`config.mk`:
```
export PLATFORM = sky130hd
export DESIGN_NAME = sbcc_converter_flat
export DESIGN_NICKNAME = d
export VERILOG_FILES = /design/src/verilog/sbcc_pkg.sv /design/src/verilog/sbcc_link_if.sv /design/src/verilog/sbcc_converter.sv /design/src/flat_wrapper.sv
export SDC_FILE = /design/constraint.sdc
export NUM_CORES = 1
export LEC_CHECK = 0
export ABC_AREA = 1
export BUFFER_PORTS_ARGS = -buffer_cell sky130_fd_sc_hd__buf_2
export CAP_MARGIN = 20
export CORE_MARGIN = 2
export CORE_UTILIZATION = 40
export DETAILED_ROUTE_END_ITERATION = 8
export SLEW_MARGIN = 20
export SYNTH_ARGS = -nofsm -noshare
export SYNTH_HDL_FRONTEND = slang
export SYNTH_SLANG_ARGS = --single-unit
```
`constraint.sdc`:
```
create_clock -name i_ref_clk -period 2.38 [get_ports i_ref_clk]
set_input_delay 0.595 -clock i_ref_clk [delete_from_list [all_inputs] [get_ports i_ref_clk]]
set_output_delay 0.595 -clock i_ref_clk [all_outputs]
set_load 0.05 [all_outputs]
```
`src/verilog/sbcc_pkg.sv`:
```
// Shared constants for the blank/convert control of a 10-bit SAR converter.
// Assumes a single 200 MHz clock on both ends.
package sbcc_pkg;
  localparam int unsigned CLK_PERIOD_PS = 5000;
  localparam int unsigned DATA_W = 10;
  // Data-enable delay after done falls; must not exceed 500 ns.
  localparam int unsigned DATA_EN_NS = 500;
  localparam int unsigned DATA_EN_CYC = (DATA_EN_NS * 1000) / CLK_PERIOD_PS;
  // Release of done after blank/convert returns high, about 1.5 us.
  localparam int unsigned RELEASE_NS = 1500;
  localparam int unsigned RELEASE_CYC = (RELEASE_NS * 1000) / CLK_PERIOD_PS;
  // Least blank pulse that restarts a conversion, 2 us, rounded up.
  localparam int unsigned RESTART_NS = 2000;
  localparam int unsigned RESTART_CYC =
    (RESTART_NS * 1000 + CLK_PERIOD_PS - 1) / CLK_PERIOD_PS;
  // Time allowed to blank the previous converter, 15 us, rounded down.
  localparam int unsigned HANDOFF_NS = 15000;
  localparam int unsigned HANDOFF_CYC = (HANDOFF_NS * 1000) / CLK_PERIOD_PS;
  // Internal bit-trial clock divider, one trial per period.
  localparam int unsigned TRIAL_DIV = 16;
  localparam int unsigned CNT_W = 12;
  localparam logic [DATA_W-1:0] MSB_ONLY = 10'h200;
  // Nominal unipolar step in microvolts and top transition in millivolts.
  localparam int unsigned LSB_UV = 9766;
  localparam int unsigned TOP_MV = 9990;
  typedef enum logic [2:0] {
    SBCC_IDLE, SBCC_CONV, SBCC_ABORT, SBCC_DONE, SBCC_HOLD, SBCC_RELEASE
  } sbcc_state_e;
endpackage

```
`src/verilog/sbcc_link_if.sv`:
```
// Interface joining the converter end and the host end.
// Assumes the testbench resolves the shared data and done wires.
`timescale 1ns/1ps
interface sbcc_link_if;
  logic blank_conv;
  logic done_n_o;
  logic done_n_oe_n;
  logic [9:0] data_o;
  logic data_oe_n;
  logic bipolar_open;
  modport device (
    input blank_conv, input bipolar_open,
    output done_n_o, output done_n_oe_n, output data_o, output data_oe_n
  );
  modport host (
    output blank_conv, output bipolar_open,
    input done_n_o, input done_n_oe_n, input data_o, input data_oe_n
  );
endinterface

```
`src/verilog/sbcc_converter.sv`:
```
// Converter end: blank/convert control, SAR sequencer and output gating.
// Assumes link inputs come from another device and are synchronised here.
// The comparator is a stand-in: i_analog_code is the code that the input
// would balance, so each bit trial is a plain magnitude compare.
//
// Behaviour
// - Blank high: outputs open, done high
// - Falling blank starts conversion, outputs unchanged
// - Done low, data enabled within 500 ns
// - About 1.5 us after blank high, release
// - Host holds blank high 2 us minimum
// - Blank high mid-conversion aborts, outputs unchanged
// - Blank pulse 2 us restarts conversion
// - Offset pin grounded gives straight binary
// - Offset pin open gives offset binary
// - Unipolar step 9.766 mV, top 9.990 V
// - Pulse mode: host pulses high briefly
// - Multiplex: host selects, waits, reads, blanks
// - Host blanks first within 15 us
// - Bits tested MSB to LSB
`timescale 1ns/1ps
module sbcc_converter (
  input wire logic i_ref_clk,
  input wire logic i_rst_n,
  sbcc_link_if.device link,
  input wire logic [sbcc_pkg::DATA_W-1:0] i_analog_code,
  output logic o_busy
);
  import sbcc_pkg::*;

  // Synchroniser stages for the link inputs and the comparator code.
  logic bc_s1;
  logic bc_s2;
  logic bc_q;
  logic bip_s1;
  logic bip_s2;
  logic [DATA_W-1:0] ana_s1;
  logic [DATA_W-1:0] ana_s2;
  // Sequencer state, counters and the successive-approximation register.
  sbcc_state_e state;
  logic [CNT_W-1:0] cnt;
  logic [CNT_W-1:0] hi_cnt;
  logic [4:0] div;
  logic trial_en;
  logic [3:0] bit_idx;
  logic [DATA_W-1:0] sar;
  logic [DATA_W-1:0] result;
  logic done_q;
  logic data_en;
  // Level being weighed and the trial word tested against it.
  logic [DATA_W-1:0] level;
  logic [DATA_W-1:0] trial;

  // Two-flop synchronisers; logic reads the second flop, plus bc_q for the blank edge.
  always_ff @(posedge i_ref_clk or negedge i_rst_n) begin
    if (!i_rst_n) begin
      bc_s1 <= 1'b1;
      bc_s2 <= 1'b1;
      bc_q <= 1'b1;
      bip_s1 <= 1'b0;
      bip_s2 <= 1'b0;
      ana_s1 <= '0;
      ana_s2 <= '0;
    end else begin
      bc_s1 <= link.blank_conv;
      bc_s2 <= bc_s1;
      bc_q <= bc_s2;
      bip_s1 <= link.bipolar_open;
      bip_s2 <= bip_s1;
      ana_s1 <= i_analog_code;
      ana_s2 <= ana_s1;
    end
  end

  // Bipolar mode shifts the input so zero maps to the MSB-only code.
  always_comb begin
    // Each code step stands for LSB_UV of input, so the top code is reached
    // near TOP_MV; nothing analog is modelled beyond that weighting.
    level = ana_s2;
    if (bip_s2) begin
      level = ana_s2 ^ MSB_ONLY;
    end
    trial = sar | (MSB_ONLY >> bit_idx);
  end

  // Free-running trial divider, a stand-in for the internal clock.
  // Its phase is not tied to the start, so a conversion may take up to one
  // extra trial period; checks downstream allow for that spread.
  always_ff @(posedge i_ref_clk or negedge i_rst_n) begin
    if (!i_rst_n) begin
      div <= '0;
    end else if (div == 5'(TRIAL_DIV - 1)) begin
      div <= '0;
    end else begin
      div <= div + 5'h01;
    end
  end
  assign trial_en = (div == 5'(TRIAL_DIV - 1));

  // Length of the current high level of blank/convert.
  // It saturates at the restart length so a long standby never wraps.
  always_ff @(posedge i_ref_clk or negedge i_rst_n) begin
    if (!i_rst_n) begin
      hi_cnt <= '0;
    end else if (!bc_s2) begin
      hi_cnt <= '0;
    end else if (hi_cnt != 12'(RESTART_CYC)) begin
      hi_cnt <= hi_cnt + 12'h001;
    end
  end

  // Control sequencer. Outputs change only on done and release.
  always_ff @(posedge i_ref_clk or negedge i_rst_n) begin
    if (!i_rst_n) begin
      state <= SBCC_IDLE;
      cnt <= '0;
      bit_idx <= '0;
      sar <= '0;
      result <= '0;
      done_q <= 1'b0;
      data_en <= 1'b0;
    end else begin
      case (state)
        // Standby: only a synchronised falling edge starts a cycle.
        SBCC_IDLE: begin
          if (bc_q && !bc_s2) begin
            state <= SBCC_CONV;
            sar <= '0;
            bit_idx <= '0;
          end
        end
        // One trial per divider pulse; a rising blank stops the trials.
        SBCC_CONV: begin
          if (bc_s2) begin
            state <= SBCC_ABORT;
          end else if (trial_en) begin
            // Keep the bit only while the sum stays at or below input.
            if (trial <= level) begin
              sar <= trial;
            end
            if (bit_idx == 4'(DATA_W - 1)) begin
              state <= SBCC_DONE;
            end else begin
              bit_idx <= bit_idx + 4'h1;
            end
          end
        end
        SBCC_ABORT: begin
          // A long enough high pulse clears and arms a fresh cycle.
          if (hi_cnt == 12'(RESTART_CYC) && !bc_s2) begin
            state <= SBCC_CONV;
            sar <= '0;
            bit_idx <= '0;
          end else if (!bc_s2) begin
            state <= SBCC_CONV;
          end
        end
        // Latch the result and pull done low in the same cycle.
        SBCC_DONE: begin
          result <= sar;
          done_q <= 1'b1;
          cnt <= '0;
          state <= SBCC_HOLD;
        end
        // Hold the result; open the data a fixed time after done falls.
        SBCC_HOLD: begin
          if (!data_en && cnt == 12'(DATA_EN_CYC / 2)) begin
            data_en <= 1'b1;
          end
          if (bc_s2) begin
            cnt <= '0;
            data_en <= 1'b1;
            state <= SBCC_RELEASE;
          end else begin
            cnt <= cnt + 12'h001;
          end
        end
        // Count out the release delay while blank stays high.
        SBCC_RELEASE: begin
          if (!bc_s2) begin
            state <= SBCC_HOLD; // blank too short, data kept
            cnt <= 12'(DATA_EN_CYC);
          end else if (cnt == 12'(RELEASE_CYC - 1)) begin
            done_q <= 1'b0;
            data_en <= 1'b0;
            state <= SBCC_IDLE;
          end else begin
            cnt <= cnt + 12'h001;
          end
        end
        // Unused codes fall back to standby.
        default: begin
          state <= SBCC_IDLE;
        end
      endcase
    end
  end

  // Open-drain done: enable low pulls it low. Idle is open (high).
  // Data always carries the last result; only the enable opens the bus,
  // so a blank never disturbs the stored code.
  assign link.done_n_o = 1'b0;
  assign link.done_n_oe_n = ~done_q;
  assign link.data_o = result;
  assign link.data_oe_n = ~data_en;
  // Busy covers an aborted conversion too, since it may still resume.
  assign o_busy = (state == SBCC_CONV) || (state == SBCC_ABORT);
endmodule

```
`src/flat_wrapper.sv`:
```
// flat-port wrapper written by rule: the top's interface ports become plain ports
module sbcc_converter_flat import sbcc_pkg::*;
  (i_ref_clk, i_rst_n, i_analog_code, o_busy, link_blank_conv, link_bipolar_open, link_done_n_o, link_done_n_oe_n, link_data_o, link_data_oe_n);
  sbcc_link_if link_i ();
  input wire logic i_ref_clk;
  input wire logic i_rst_n;
  input wire logic [sbcc_pkg::DATA_W-1:0] i_analog_code;
  output logic o_busy;
  input wire logic [$bits(link_i.blank_conv)-1:0] link_blank_conv;
  input wire logic [$bits(link_i.bipolar_open)-1:0] link_bipolar_open;
  output wire logic [$bits(link_i.done_n_o)-1:0] link_done_n_o;
  output wire logic [$bits(link_i.done_n_oe_n)-1:0] link_done_n_oe_n;
  output wire logic [$bits(link_i.data_o)-1:0] link_data_o;
  output wire logic [$bits(link_i.data_oe_n)-1:0] link_data_oe_n;
  assign link_i.blank_conv = link_blank_conv;
  assign link_i.bipolar_open = link_bipolar_open;
  assign link_done_n_o = link_i.done_n_o;
  assign link_done_n_oe_n = link_i.done_n_oe_n;
  assign link_data_o = link_i.data_o;
  assign link_data_oe_n = link_i.data_oe_n;
  sbcc_converter u_core (.i_ref_clk(i_ref_clk), .i_rst_n(i_rst_n), .link(link_i), .i_analog_code(i_analog_code), .o_busy(o_busy));
endmodule
```
* Word level (Yosys, flattened, before mapping)
Cells that the tools add are included.
** Word-level totals
- Output and inout bits :: 14
- Flip-flop bits (word level) :: 83
- Input port bits :: 14
- Logic and storage cells :: 106
** Operators by class
- Reduce and logical (&&, ||, !) cells :: 17
- Shift-type cells :: 1
- $lt $le $gt $ge :: 1
- Add/subtract/negate cells :: 4
- Mux-type cells :: 36
- Bitwise logic cells :: 4
- Eq/ne operators :: 27
** Operators with widths (count)
- $mux W10 :: 6
- $mux W12 :: 5
- $pmux W12 S3 :: 1
- $pmux W10 S3 :: 1
- $mux W3 :: 9
- $add A12 B1 Y12 const B :: 2
- $eq A12 B9 Y1 const B :: 2
- $mux W4 :: 5
- $pmux W3 S6 :: 1
- $reduce_and A6 Y1 :: 3
- $ne A2 B1 Y1 const B :: 7
- $eq A12 B6 Y1 const B :: 1
- $ne A12 B9 Y1 const B :: 1
- $pmux W4 S3 :: 1
- $le A10 B10 Y1 :: 1
- $or A10 B10 Y10 :: 1
- $shr A10 B4 Y10 const A :: 1
- $ne A3 B1 Y1 const B :: 3
- $ne A3 B3 Y1 const B :: 3
- $eq A3 B2 Y1 const B :: 2
- $eq A3 B3 Y1 const B :: 2
- $ne A2 B2 Y1 const B :: 3
- $reduce_bool A3 Y1 :: 2
- $add A5 B1 Y5 const B :: 1
- other kinds (16) :: 26

* Logic depth before layout (Yosys ltp)
- Depth in word-level cells :: 7
- Depth in mapped cells :: 15
- Gate-level depth less buffers :: 15

* Worst setup path before layout
Ideal clock, no wire load.
- Path type :: register to register
- Start point :: register u_core.bit_idx[0]
- End point :: register u_core.sar[0]
- Slack :: 0.298 ns
- Required time :: 2.263 ns
- Period minus slack after synthesis :: 2.082 ns
- Path buffers :: 1
- Arrival time :: 1.966 ns
- Stages on the path, launching flop included :: 14
- Library setup time :: 0.117 ns
- Path through :: dfrtp_1 -> ha_1 -> ha_1 -> a21oi_1 -> inv_1 -> ha_1 -> nand2_1 -> nor2_1 -> nand3_1 -> nand3_1 -> nand2_1 -> buf_2 -> nand3_1 -> nand2_1
** Between the ends
- Cells in the longest elaborated chain, start to end :: 6
- Elaborated cells on any way between the ends :: 9
- Classes of those cells :: 1 x order compare; 1 x eq/ne; 1 x shift; 4 x mux; 1 x bitwise; 1 x reduce/logical
** RTL lines
- start, declared :: RTL line sbcc_converter.sv:45 : logic [3:0] bit_idx;
- start signal, assigned :: RTL line sbcc_converter.sv:144 : bit_idx <= bit_idx + 4'h1;
- $shr A10 B4 Y10 * :: RTL line sbcc_converter.sv:83 : trial = sar | (MSB_ONLY >> bit_idx);
- $or A10 B10 Y10 * :: RTL line sbcc_converter.sv:83
- branches (longest 4 deep; another with $le A10 B10 Y1)
- end signal, assigned :: RTL line sbcc_converter.sv:139 : sar <= trial;
- end, declared :: RTL line sbcc_converter.sv:46 : logic [DATA_W-1:0] sar;
Every way passes the cells marked *. The select of a mux whose other input is x is not followed.
A chain may end at the register's enable or synchronous reset.

* Worst setup path in the final report
- Start point :: register u_core.bit_idx[0]
- End point :: register u_core.sar[6]
Same word-level chain as after synthesis.

==> results <==
- The final layout contains routed wiring with a total length of roughly 8100 um.
- TritonCTS built the clock tree.
- The data arrival time of the critical path is roughly 2.5 ns.
- The tightest slew margin relative to the limit is 64.89%.
- The die is 106 um wide.
- The source of the critical timing path is u_core.bit_idx[0]$_DFFE_PN0P_.
- The number of antenna diodes in the final layout is 0.
- Entering global routing, the biggest net connects 47 pins.
- For the finished layout, the period the worst path requires is 2.242 ns.
- The flow ran to the end, and the final reports show no timing, DRC or antenna violations.
- The synthesized netlist net count is 531.
- The number of distinct library cell variants in the gate-level netlist after synthesis is 35.
- The routability congestion estimate from global placement is 0.9010.
- The die span in y is between 100 and 150 um.
- The analysis attributes to cell leakage a power of 2.405 nW.
- The worst hold slack is 0.1772 ns.
- In this run the mean area of a mapped cell was 8.390 um2.
- The initial standard-cell utilization of the core is 40.68%.
- The library cell used most frequently in the layout, excluding fill and tap cells, is sky130_fd_sc_hd__nand2_1.
- The number of nets in the final layout is 565.
- The number of global-route vias before repair is 3229.
- For this run, design rule violations remaining after detail routing come to 0.
- The count of pins over their slew limit is 0.
- Sequential elements use 50.00% of the synthesized area.
- After detailed routing, the met2 layer carries 3881 um of wire.
- The final number of hold-violating endpoints came to 0.
- Pin placement for this block handled 28 I/O pins.
- For this design the ratio of total power to cell area is 913.2 nW/um2.
- In the final routing, the length of wire on met1 measures 3765 um.
- The clock transition at the registers of the reported paths is 0.09 ns.
- The final setup violation count is 0.
- The required arrival time at the worst endpoint is 2.64 ns.
- The wire-length estimate of the detail-placed layout is 5835 um.
- The via total after detailed routing is 3250.
- The H-tree was split into 3 levels.
- Dividing the detail-routed via count by the number of cells gives a little under 5.
- The area of the die is 11240 um2.
- For this design, the CTS-stage hold fixing added 0 buffers.
- The count of buffering cells on the critical path with inverters included is 2.
- On the critical path, the stage with the largest delay is an instance of sky130_fd_sc_hd__dfrtp_2.
- The worst setup path is launched from a flop.
- The depth of the most critical reg-to-reg path is 13.
- The total of warnings raised by yosys is 0.
- The critical path start-end classification is reg2reg.
- The register-to-register path setup slack is 0.14 ns.
- Wire segments on met3 add up to 289 um in the final route.
- Compared with the post-synthesis result, the final layout area differs by 12.87%.
- In this run the worst hold path is classified as in2async.
- For this run, the share of the core covered by cells in the final layout is 45.91%.
- For this run, the slowest stage of the critical path takes 0.45 ns.
- The reg-to-reg critical path endpoint is u_core.sar[6]$_DFFE_PN0P_.
- For this run the aggregate overflow at the end of global routing stands at 0.
- The total clock sinks is 83.
- The number of buffers inserted by port buffering is 26.
- The cell count after synthesis is 496.
- The detailed router finished its first iteration with 274 violations.
- The transition time at the pin with the least slew margin is 0.5226 ns.
- The post-synthesis sequential element count is 83.
- After detailed routing, the average wire length per cell comes to 12.13 um.
- The signal on the critical path passes through ha_1 > ha_1 > a21oi_2 > inv_1 > ha_1 > nand2_1 > nor2_2 > nand3_1 > nand3_1 > nand2_2 > buf_6 > nand3_1 > nand2_1.
- The ratio of cells with drive above 1 in the final layout is 14.58%.
- The all-layer global routing usage is between 15 and 20%.
- The clock passes through at most 2 buffers.
- The post-placement setup slack is approximately 0.064 ns.
- Across the routed clock network, the largest skew measured is 0.01036 ns.
- The final critical path takes up a little over nine tenths of the cycle.
- The peak supply drop is 311.0 uV.
- The setup total negative slack is 0 ns.
- The clock root buffer is sky130_fd_sc_hd__clkbuf_8.
- The first detailed-routing pass took 4 iterations.
- The area of the mapped netlist is between 4000 and 5000 um2.
- The clock reaches the later pin of the worst-skew pair after 0.37 ns.
- TritonCTS created 9 clock buffers.
- The category of cells accounting for the largest share of critical-path delay is adder cells.
- The number of nets still failing antenna checks after routing is 0.
- Across the run, the number of max-cap violations was 0.
- The first-pass GRT wire length is ~14000 um.
- The number of antenna violations at the first check in global routing is 0.
- The worst flop-to-flop path startpoint is u_core.bit_idx[0]$_DFFE_PN0P_.
- The worst path meets setup with between 0.1 and 0.15 ns of slack.
- The highest routing layer actually used is met4.
- The top cell types in the final layout, fill and taps aside, are sky130_fd_sc_hd__nand2_1 (119), sky130_fd_sc_hd__dfrtp_1 (77), sky130_fd_sc_hd__inv_1 (65).
- The largest driver fanout on the critical path is 10.
- The core region is 10230 um2.
- The kind of end point of the critical path is a flop.
- The site row count is 37.
- Timing would allow up to approximately 0.45 GHz.
sequential cells by signal (all words and copies together) (netlist names):
name / count
u_core.bc_s1: 1
u_core.done_q: 1
u_core.ana_s2: 10
u_core.bip_s1: 1
u_core.link.data_o: 10
u_core.bit_idx: 4
u_core.state: 3
u_core.bc_s2: 1
u_core.ana_s1: 10
u_core.bip_s2: 1
u_core.hi_cnt: 12
u_core.data_en: 1
u_core.cnt: 12
u_core.sar: 10
u_core.div: 5
u_core.bc_q: 1
power breakdown:
part           switching, mW  internal (mW)
Sequential             0.152           1.57
Clock                  0.556          0.492
Combinational           1.05          0.465
Total                   1.76           2.53
worst reg2reg max path, stage by stage, from the launching register on:
cell	delay, ns
sky130_fd_sc_hd__dfrtp_2	0.45
sky130_fd_sc_hd__ha_1	0.23
sky130_fd_sc_hd__ha_1	0.21
sky130_fd_sc_hd__a21oi_2	0.17
sky130_fd_sc_hd__inv_1	0.06
sky130_fd_sc_hd__ha_1	0.28
sky130_fd_sc_hd__nand2_1	0.06
sky130_fd_sc_hd__nor2_2	0.14
sky130_fd_sc_hd__nand3_1	0.10
sky130_fd_sc_hd__nand3_1	0.10
sky130_fd_sc_hd__nand2_2	0.08
sky130_fd_sc_hd__buf_6	0.14
sky130_fd_sc_hd__nand3_1	0.08
sky130_fd_sc_hd__nand2_1	0.06
worst max path at each step:
stage,endpoint,slack (ns),cells after the start
floorplan,u_core.sar[0]$_DFFE_PN0P_,0.30,13
global placement,u_core.sar[8]$_DFFE_PN0P_,0.15,14
detailed placement,u_core.sar[5]$_DFFE_PN0P_,0.06,14
CTS,o_busy,0.03,5
global route,u_core.sar[0]$_DFFE_PN0P_,-0.02,14
finish,u_core.sar[6]$_DFFE_PN0P_,0.14,13
kinds of logic (layout without fill, tap and decap cells):
family          Yosys count  count (layout)  share of synthesized area (%)
buf+inv                  79             118                          7.667
flops                    83              83                          50.00
compound gates           64              64                          8.088
mux                       2               2                         0.5412
simple gates            238             238                          25.62
xor+xnor                  8               8                          1.684
other cells               1               1                        0.09011
fa+ha+maj                21              21                          6.314
cells in the mapped netlist:
| library cell | number | share of area (%) |
|---|---|---|
| sky130_fd_sc_hd__inv_4 | 1 | 0.15 |
| sky130_fd_sc_hd__nor2_1 | 40 | 3.6 |
| sky130_fd_sc_hd__buf_2 | 4 | 0.48 |
| sky130_fd_sc_hd__a21o_1 | 1 | 0.18 |
| sky130_fd_sc_hd__buf_4 | 2 | 0.36 |
| sky130_fd_sc_hd__inv_1 | 65 | 5.9 |
| sky130_fd_sc_hd__nor2_2 | 1 | 0.15 |
| sky130_fd_sc_hd__clkbuf_1 | 3 | 0.27 |
| sky130_fd_sc_hd__conb_1 | 1 | 0.090 |
| sky130_fd_sc_hd__o21ai_0 | 30 | 3.6 |
| sky130_fd_sc_hd__o21a_1 | 1 | 0.18 |
| sky130_fd_sc_hd__nor2_4 | 4 | 1.1 |
| sky130_fd_sc_hd__buf_6 | 1 | 0.27 |
| sky130_fd_sc_hd__dfrtp_1 | 80 | 48 |
| sky130_fd_sc_hd__nand3_1 | 43 | 5.2 |
| sky130_fd_sc_hd__or2_2 | 1 | 0.15 |
| sky130_fd_sc_hd__nand2_1 | 120 | 11 |
| sky130_fd_sc_hd__dfstp_2 | 3 | 1.9 |
| sky130_fd_sc_hd__xnor2_1 | 1 | 0.21 |
| sky130_fd_sc_hd__nor3_1 | 9 | 1.1 |
| sky130_fd_sc_hd__inv_2 | 3 | 0.27 |
| sky130_fd_sc_hd__a21oi_1 | 25 | 3.0 |
| sky130_fd_sc_hd__ha_1 | 21 | 6.3 |
| sky130_fd_sc_hd__nand2_4 | 3 | 0.81 |
| sky130_fd_sc_hd__a21oi_2 | 1 | 0.21 |
| sky130_fd_sc_hd__o21bai_1 | 1 | 0.18 |
| sky130_fd_sc_hd__mux2_2 | 2 | 0.54 |
| sky130_fd_sc_hd__nand2_2 | 1 | 0.15 |
| sky130_fd_sc_hd__or2_1 | 1 | 0.15 |
| sky130_fd_sc_hd__a22oi_1 | 1 | 0.18 |
| sky130_fd_sc_hd__xor2_1 | 7 | 1.5 |
| sky130_fd_sc_hd__nand3_2 | 2 | 0.48 |
| sky130_fd_sc_hd__a211oi_1 | 1 | 0.18 |
| sky130_fd_sc_hd__nand4_1 | 13 | 2.0 |
| sky130_fd_sc_hd__o21ai_1 | 3 | 0.36 |
through the flow:
stage	std cells	power [mW]	area (um2)
after floorplan	496	2.871	4161
after global placement	654	3.212	4464
after detailed placement	654	3.240	4464
after CTS	670	4.300	4664
after global routing	671	4.604	4697
final	671	4.289	4697
per-layer routing:
| metal | up-vias | track usage [%] |
|---|---|---|
| li1 | 1651 | - |
| met1 | 1518 | 20.29 |
| met2 | 66 | 26.27 |
| met3 | 15 | 3.127 |
| met4 | 0 | 7.895 |
| met5 | - | 0 |
area by class of cell:
cell class	instances	area, um2
tap	136	170.2
clock buffer	9	123.9
timing repair buffer	33	201.4
multi-input combinational	334	1779
sequential	83	2085
clock inverter	7	76.32
fill	986	5534
inverter	69	261.5
what timing repair did:
item,CTS,global route
setup endpoints to repair,0,11
gates resized for setup,0,9
buffers inserted,0,1
No activity file was read; power rests on OpenSTA's default activity.
